### src/pkg/pas_pkg.sv
// package: register map, field layout and reset values of the auto-shutdown block
package pas_pkg;
    // ----------------------------------------
    // register map (word addresses are byte offsets)
    // ----------------------------------------
    localparam logic [3:0] PAS_OFF_CTRL = 4'h0;
    localparam logic [3:0] PAS_OFF_IRQ_STAT = 4'h4;
    localparam logic [3:0] PAS_OFF_IRQ_MASK = 4'h8;
    localparam logic [3:0] PAS_OFF_PWM_IN = 4'hc;
    // ----------------------------------------
    // control register fields
    // ----------------------------------------
    localparam int PAS_BIT_FLAG = 7;
    localparam int PAS_SRC_LSB = 4;
    localparam int PAS_STA_LSB = 2;
    localparam int PAS_STB_LSB = 0;
    localparam logic [7:0] PAS_CTRL_RST = 8'h00;
    localparam logic [1:0] PAS_IRQ_RST = 2'h0;
    // irq status bits
    localparam int PAS_IRQ_SHUT = 0;
    localparam int PAS_IRQ_REL = 1;
    // ----------------------------------------
    // source select codes
    // ----------------------------------------
    localparam logic [2:0] PAS_SRC_OFF = 3'h0;
    localparam logic [2:0] PAS_SRC_CMP = 3'h1;
    localparam logic [2:0] PAS_SRC_CMP2 = 3'h3;
    localparam logic [2:0] PAS_SRC_PIN = 3'h4;
    localparam logic [2:0] PAS_SRC_ANY = 3'h5;
    localparam logic [2:0] PAS_SRC_ANY2 = 3'h7;
    // ----------------------------------------
    // shutdown pin state codes
    // ----------------------------------------
    localparam logic [1:0] PAS_ST_LOW = 2'h0;
    localparam logic [1:0] PAS_ST_HIGH = 2'h1;
endpackage

### src/pas_pin_drive.sv
// one pwm pin: normal pass-through or programmed shutdown state
`timescale 1ns/1ps
module pas_pin_drive
    import pas_pkg::*;
(
    input wire logic clk,
    input wire logic rst,
    input wire logic pwm_in,
    input wire logic shut,
    input wire logic [1:0] state_sel,
    output logic pin_o,
    output logic pin_oe
);
    typedef struct packed {
        logic o;
        logic oe;
    } pas_pin_type;

    pas_pin_type pin_ff;
    pas_pin_type nxt_pin;

    always_comb begin
        nxt_pin.o = pwm_in;
        nxt_pin.oe = 1'b1;
        if (shut) begin
            // upper bit set releases the pin
            nxt_pin.oe = ~state_sel[1];
            nxt_pin.o = (state_sel == PAS_ST_HIGH);
        end
    end

    always_ff @(posedge clk) begin
        if (rst) begin
            pin_ff <= '0;
        end else begin
            pin_ff <= nxt_pin;
        end
    end

    assign pin_o = pin_ff.o;
    assign pin_oe = pin_ff.oe;
endmodule

### src/pas_top.sv
// auto-shutdown control for a two-output pwm unit, wishbone register access
// ----------------------------------------
// How it works
// - selected event sets flag; both outputs held in shutdown states while set
// - source field picks fault pin low, comparator low, or either; 110/010 reserved
// - source code 000 triggers nothing; a flag already set still holds the outputs until software clears it
// - output A shutdown state: 1x tri-state, 01 high, 00 low
// - output B shutdown state: 1x tri-state, 01 high, 00 low
// ----------------------------------------
//
// Decided for this implementation: the Wishbone register port and the placing of the registers.
`timescale 1ns/1ps
module pas_top
    import pas_pkg::*;
(
    input wire logic CORE_CLK,
    input wire logic SYS_RST,
    input wire logic WB_CYC_I,
    input wire logic WB_STB_I,
    input wire logic WB_WE_I,
    input wire logic [3:0] WB_ADR_I,
    input wire logic [3:0] WB_SEL_I,
    input wire logic [31:0] WB_DAT_I,
    output logic [31:0] WB_DAT_O,
    output logic WB_ACK_O,
    input wire logic FAULT_INPUT_PIN,
    input wire logic COMPARATOR_OUT,
    input wire logic PWM_A_IN,
    input wire logic PWM_B_IN,
    output logic PWM_OUT_A_O,
    output logic PWM_OUT_A_OE,
    output logic PWM_OUT_B_O,
    output logic PWM_OUT_B_OE,
    output logic IRQ
);
    // ----------------------------------------
    // state
    // ----------------------------------------
    typedef struct packed {
        logic flag;
        logic [2:0] src;
        logic [1:0] sta;
        logic [1:0] stb;
        logic [1:0] irq_stat;
        logic [1:0] irq_mask;
        logic ack;
        logic [31:0] dat;
        logic irq;
    } pas_state_type;

    pas_state_type st_ff;
    pas_state_type nxt_st;

    // decodes the selected fault condition for a source code
    function automatic logic fault_of(input logic [2:0] code, input logic pin_n,
                                      input logic cmp);
        logic pin_low;
        logic cmp_low;
        pin_low = ~pin_n;
        cmp_low = ~cmp;
        case (code)
            PAS_SRC_CMP, PAS_SRC_CMP2: fault_of = cmp_low;
            PAS_SRC_PIN: fault_of = pin_low;
            PAS_SRC_ANY, PAS_SRC_ANY2: fault_of = pin_low | cmp_low;
            default: fault_of = 1'b0; // off and reserved codes never trigger
        endcase
    endfunction

    logic fault;
    logic req;
    logic wr;
    logic ctrl_wr;
    logic [31:0] rd;

    assign fault = fault_of(st_ff.src, FAULT_INPUT_PIN, COMPARATOR_OUT);
    assign req = WB_CYC_I & WB_STB_I & ~st_ff.ack;
    assign wr = req & WB_WE_I;
    assign ctrl_wr = wr & (WB_ADR_I == PAS_OFF_CTRL) & WB_SEL_I[0];

    always_comb begin
        rd = 32'h0000_0000;
        case (WB_ADR_I)
            PAS_OFF_CTRL: rd = {24'h000000, st_ff.flag, st_ff.src, st_ff.sta, st_ff.stb};
            PAS_OFF_IRQ_STAT: rd = {30'h0, st_ff.irq_stat};
            PAS_OFF_IRQ_MASK: rd = {30'h0, st_ff.irq_mask};
            PAS_OFF_PWM_IN: rd = {30'h0, PWM_A_IN, PWM_B_IN};
            default: rd = 32'h0000_0000;
        endcase
    end

    // ----------------------------------------
    // next state
    // ----------------------------------------
    always_comb begin
        nxt_st = st_ff;
        nxt_st.ack = req;
        nxt_st.dat = req ? rd : 32'h0000_0000;
        if (ctrl_wr) begin
            nxt_st.src = WB_DAT_I[PAS_SRC_LSB +: 3];
            nxt_st.sta = WB_DAT_I[PAS_STA_LSB +: 2];
            nxt_st.stb = WB_DAT_I[PAS_STB_LSB +: 2];
            // software may clear only; the flag is not set by a write
            if (!WB_DAT_I[PAS_BIT_FLAG] && !fault) begin
                nxt_st.flag = 1'b0;
            end
        end
        if (wr && WB_ADR_I == PAS_OFF_IRQ_MASK && WB_SEL_I[0]) begin
            nxt_st.irq_mask = WB_DAT_I[1:0];
        end
        if (wr && WB_ADR_I == PAS_OFF_IRQ_STAT && WB_SEL_I[0]) begin
            nxt_st.irq_stat = st_ff.irq_stat & ~WB_DAT_I[1:0];
        end
        // a fault wins over a clear in the same cycle
        if (fault) begin
            nxt_st.flag = 1'b1;
        end
        if (fault && !st_ff.flag) begin
            nxt_st.irq_stat[PAS_IRQ_SHUT] = 1'b1;
        end
        if (st_ff.flag && !nxt_st.flag) begin
            nxt_st.irq_stat[PAS_IRQ_REL] = 1'b1;
        end
        nxt_st.irq = |(nxt_st.irq_stat & nxt_st.irq_mask);
    end

    always_ff @(posedge CORE_CLK) begin
        if (SYS_RST) begin
            st_ff <= '0;
        end else begin
            st_ff <= nxt_st;
        end
    end

    // ----------------------------------------
    // pin drivers
    // ----------------------------------------
    // flag already registered, so the pins follow one cycle after it
    pas_pin_drive u_pin_a (
        .clk(CORE_CLK),
        .rst(SYS_RST),
        .pwm_in(PWM_A_IN),
        .shut(st_ff.flag),
        .state_sel(st_ff.sta),
        .pin_o(PWM_OUT_A_O),
        .pin_oe(PWM_OUT_A_OE)
    );

    pas_pin_drive u_pin_b (
        .clk(CORE_CLK),
        .rst(SYS_RST),
        .pwm_in(PWM_B_IN),
        .shut(st_ff.flag),
        .state_sel(st_ff.stb),
        .pin_o(PWM_OUT_B_O),
        .pin_oe(PWM_OUT_B_OE)
    );

    assign WB_ACK_O = st_ff.ack;
    assign WB_DAT_O = st_ff.dat;
    assign IRQ = st_ff.irq;
endmodule

### config.mk
export PLATFORM = sky130hd
export DESIGN_NAME = pas_top
export DESIGN_NICKNAME = d
export VERILOG_FILES = /design/src/pkg/pas_pkg.sv /design/src/pas_pin_drive.sv /design/src/pas_top.sv
export SDC_FILE = /design/constraint.sdc
export NUM_CORES = 1
export LEC_CHECK = 0
export ABC_CLOCK_PERIOD_IN_PS = 4200
export BUFFER_PORTS_ARGS = -buffer_cell sky130_fd_sc_hd__buf_2
export CAP_MARGIN = 20
export CORE_AREA = 3 3 65 55
export CTS_CLUSTER_DIAMETER = 80
export DETAILED_ROUTE_END_ITERATION = 10
export DIE_AREA = 0 0 68 58
export HOLD_SLACK_MARGIN = 0.05
export MAX_ROUTING_LAYER = met4
export PLACE_DENSITY = 0.8
export SYNTH_ARGS = -nofsm -noshare
export SYNTH_HDL_FRONTEND = slang
export SYNTH_SLANG_ARGS = --single-unit
### constraint.sdc
create_clock -name CORE_CLK -period 4.2 [get_ports CORE_CLK]
set_input_delay 0.42 -clock CORE_CLK [delete_from_list [all_inputs] [get_ports CORE_CLK]]
set_output_delay 0.42 -clock CORE_CLK [all_outputs]
set_load 0.02 [all_outputs]
* Yosys cells after proc, flatten, opt, wreduce, memory -nomap -nowiden
Index checks and enable logic that the tools add are counted.
** Storage, ports and cells
- Bits in registers :: 50
- Word-level logic and storage cells :: 65
** Cells by class
- Equality and inequality tests :: 10
- Mux-type cells :: 11
- Bitwise gates (word level) :: 15
- Reduce and logical (&&, ||, !) cells :: 16
** Operators by type and width (number)
- 8-bit one-hot mux with 4 select lines :: 1
- 3-bit equality test (second input constant) :: 3
- 4-bit equality test (second input constant) :: 2
- 2-bit two-way mux :: 4
- 8-bit two-way mux :: 1
- 2-bit OR reduction :: 4
- 1-bit logical AND :: 7
- 1-bit inverter :: 6
- 1-bit AND :: 5
- 2-bit AND :: 2
- 2-bit by 1-bit equality test with 1-bit output (second input constant) :: 2
- 4-bit by 3-bit equality test with 1-bit output (second input constant) :: 1
- 1-bit logical NOT :: 4
- 4-bit logical NOT :: 1
- 1-bit two-way mux :: 4
- 3-bit by 1-bit equality test with 1-bit output (second input constant) :: 1
- 3-bit by 2-bit equality test with 1-bit output (second input constant) :: 1
- 1-bit one-hot mux with 3 select lines :: 1
- 2-bit inverter :: 1
- 1-bit OR :: 1

* Longest topological paths before layout
- Depth after elaboration :: 13
- Depth in mapped cells :: 4
- Gate-level depth less buffers :: 4

* Hierarchy
A second synthesis with hierarchy kept.
** Unflattened totals
- Cells, all modules :: 126
- Area, all modules :: 1268.7 µm²
** By module, submodules not included
- pas_top :: instances 1, cells an instance 114, area an instance 1133.6 µm², sequential area each 440.4 µm²
- pas_pin_drive :: instances 2, cells an instance 6, area an instance 67.6 µm², sequential area each 40.0 µm²

* Least setup slack after synthesis
No wires, ideal clock.
- Path type :: input-to-reg
- From :: input WB_ADR_I[2]
- To :: register st_ff[37] (netlist name)
- Arrival time :: 1.638 ns
- Data required time :: 4.142 ns
- Setup slack :: 2.504 ns
- Stages on the path :: 4
- Buffers on the path :: 0
- Path through :: or4_4 -> nor3_4 -> a32o_1 -> and2b_1
** On the way
- Word-level cells in the longest chain between the ends :: 8
** RTL lines
- from (decl) :: RTL line pas_top.sv:21 : input wire logic [3:0] WB_ADR_I,
- 4-bit logical NOT :: RTL line pas_top.sv:78 : assign ctrl_wr = wr & (WB_ADR_I == PAS_OFF_CTRL) & WB_SEL_I[0];
- 1-bit AND (2 in series) :: RTL line pas_top.sv:78
- 8-bit two-way mux :: RTL line pas_top.sv:98 : if (ctrl_wr) begin
- 1-bit two-way mux :: RTL line pas_top.sv:114 : if (fault) begin
- 1-bit logical NOT :: RTL line pas_top.sv:120 : if (st_ff.flag && !nxt_st.flag) begin
- 1-bit logical AND :: RTL line pas_top.sv:120
- 1-bit two-way mux (*) :: RTL line pas_top.sv:120
- to (signal assigned) :: RTL line pas_top.sv:130 : st_ff <= nxt_st;
- to (decl) :: RTL line pas_top.sv:51 : pas_state_type st_ff;
Mark *: on every way between the ends. The rest lies on a longest branch, timed or not.
A chain may end at the register's enable or synchronous reset.

* Final worst setup path
- From :: register st_ff, in the netlist WB_ACK_O
- To :: register st_ff, in the netlist WB_DAT_O[6]
** On the way
- Word-level cells in the longest chain between the ends :: 4
** RTL lines
- 1-bit inverter :: RTL line pas_top.sv:76 : assign req = WB_CYC_I & WB_STB_I & ~st_ff.ack;
- 1-bit AND :: RTL line pas_top.sv:76
- 1-bit inverter (no line)
- 2-bit OR reduction (no line)
Every way passes these cells.

==> impl_results.md <==
* Synth warn at 0
* # rows at 18
* Port bufs at 35
* Clock-pin slew on the worst setup and hold paths at 90 ps
* Mapped Area at 1240 sq um
* Top cell type's share of synthesized area at 0.419
* DRT Pass-1 Iters at 2
* Post-Place Cells at 192
* Final Max Tran Viols at 0
* Hold Path Class: input port to register
* Die H at about 58 microns
* Largest net degree at the start of global routing at 19
* Drt wl/cell at approximately 11 microns
* Outcome: complete, no violations
* # clock sinks at 26
* Crit Reg-Reg Startpoint: WB_ACK_O
* Number of gates resized after cts at 0
* Worst slew pin tran at 519 ps
* Largest cells by area after synthesis: dfxtp_1 (42%), buf_4 (19%), mux2i_1 (8.9%), and2_1 (3.5%), nor2_1 (2.7%)
* Starting Density at 0.412
* Endpoints failing hold at 0
* Max Root-Sink Buffers at 2
* Tcrit/Tclk final at 0.424
* Critical path endpoint category: register
* Hold_sp: WB_DAT_I[3]
* Die Area at 3940 sq um
* Share of layout cells above drive strength 1 at 0.269
* Post-synth EDFFs at 0
* Placer congestion estimate at 0.832
* Io pins at 87
* Fmax at 561 MHz
* Vias at 842
* Share of flip-flops with an asynchronous set or reset at 0
* CTS tree: yes
* Critical path's top delay family: simple AND/OR/NAND/NOR gates
* Core Box Area at a little over 3000 sq um
* Main synth FF type: dfxtp_1
* Top cell type by total area after synthesis: dfxtp_1
* GRT Overall Usage at 0.112
* Post-route ant nets at 0
* Max IR drop VDD at 0.143 mV
* Root Buffer: clkbuf_8
* WHS at roughly 380 ps
* Worst setup SP type: register
* Grt total ovfl at 0
* Initial antenna violation count at 0
* Sequential share of the synthesized area at 0.419
* Crit path kind: register to register
* Final min period at 1780 ps
* 1st-iter DRT viols at 22
* Hold Buf Count CTS at 0
* Vias in the first global route at 708
* Total chip power at about 0.00046 W
* Hpwl dp at 1740 microns
* Setup TNS at 0 ps
* Avg Synthesized Cell Area at 9.63 sq um
* Worst Path Arrival at ~2000 ps
* Max incr delay on CP at 500 ps
* Critical path cell sequence: nand3b_1 > or4_1 > nor3_1 > and2_1
* Final setup violating endpoints at 0
* Mapped Cells at 129
* Final Skew at 1.55 ps
* Total wire length at 2200 microns
* Vias per Instance at between 4 and 5
* Post-route insts no fill at 196
* Ant diodes at 0
* PwrDens at around 340 nW/um^2
* Insertion delay to the later sink of the worst-skew pair at between 200 and 300 ps
* Synth cell types at 30
* Critical path required time at 4410 ps
* Max_cap viols at 0
* Yosys reg bits at 26
* RSZ-0062 raised after global routing: false
* CTS Buf Count at 3
* Die X at 68 microns
* Leak at about 0.6 nW
* Post-CTS Setup Bufs at 0
* # nets final at 206
* Pre-CTS setup slack at 2190 ps
* H-Tree Depth at 1
* Critical Path Start: WB_ACK_O
* CP max-delay cell: or4_1
* Worst Path Buf+Inv at 0
* Commonest cells after routing, fill and taps aside: buf_2 (35), dfxtp_1 (26), conb_1 (24)
* Slew HR at 0.649
* Most common cell after layout, fill and taps aside: buf_2
* Global-route wire length before repair at 3190 microns
* Final Worst Setup Slack at 2420 ps
* Worst-path fanout max at 6
* DRC viols at 0
* Area Overhead vs Synth at 9.26%
## cells by family after synthesis
family,share of synthesized area
other,0.00302
buffers and inverters,0.208
and+or+nand+nor,0.202
muxes,0.0977
DFF,0.419
AOI/OAI and AO/OA,0.0695
## cell type report
cell class	instances	area [sq um]
Sequential cell	26	520
Tap cell	40	50.0
Timing Repair Buffer	35	175
Multi-Input combinational cell	89	549
Inverter	2	7.51
Clock buffer	4	55.1
Fill cell	321	1660
## cell usage after synthesis, types with 2 or more instances
library cell / instances
a21oi_1: 5
and2_1: 7
and3_1: 2
buf_4: 32
clkbuf_1: 3
dfxtp_1: 26
inv_1: 2
mux2i_1: 11
nand2_1: 3
nand2b_1: 5
nand4_1: 2
nor2_1: 9
nor2b_1: 4
nor4b_1: 2
## path summary, 6_finish.rpt
kind         slack (ps)          end  depth (start not counted)
max reg2reg        2420  WB_DAT_O[6]                          4
min reg2reg         470  WB_DAT_O[1]                          2
min                 380    st_ff[41]                          3
max                2420  WB_DAT_O[6]                          4
## worst register-to-register path, cell delays in order, from the launching register on
cell	delay, ps
dfxtp_1	330
nand3b_1	260
or4_1	500
nor3_1	440
and2_1	200
## power by group
part / total, W / internal [W] / switching, W
Clock: 0.000159 / 0.0000837 / 0.0000749
Combinational: 0.0000517 / 0.0000143 / 0.0000374
Sequential: 0.000250 / 0.000249 / 0.000000841
Total: 0.000460 / 0.000347 / 0.000113
## flip-flops by register name, indices dropped and copies added (netlist names)
signal,cells
IRQ,1
WB_ACK_O,1
WB_DAT_O,8
st_ff,12
u_pin_a.pin_o,1
u_pin_a.pin_oe,1
u_pin_b.pin_o,1
u_pin_b.pin_oe,1
## routing by layer
layer | wire length, microns | vias to the layer above | global-route usage
met5 | 0 | - | -
met1 | 975 | 376 | 0.131
met3 | 170 | 2 | 0.0562
met4 | 11 | 0 | 0.0255
met2 | 1040 | 26 | 0.170
li1 | - | 438 | -
## per-stage QoR
step	util	cell area [sq um]
after detailed placement	0.432	1300
after floorplan	-	1330
after global placement	0.432	1300
after global routing	0.450	1360
final	0.450	1360
after CTS	0.450	1360
No activity file was read; power rests on OpenSTA's default activity.
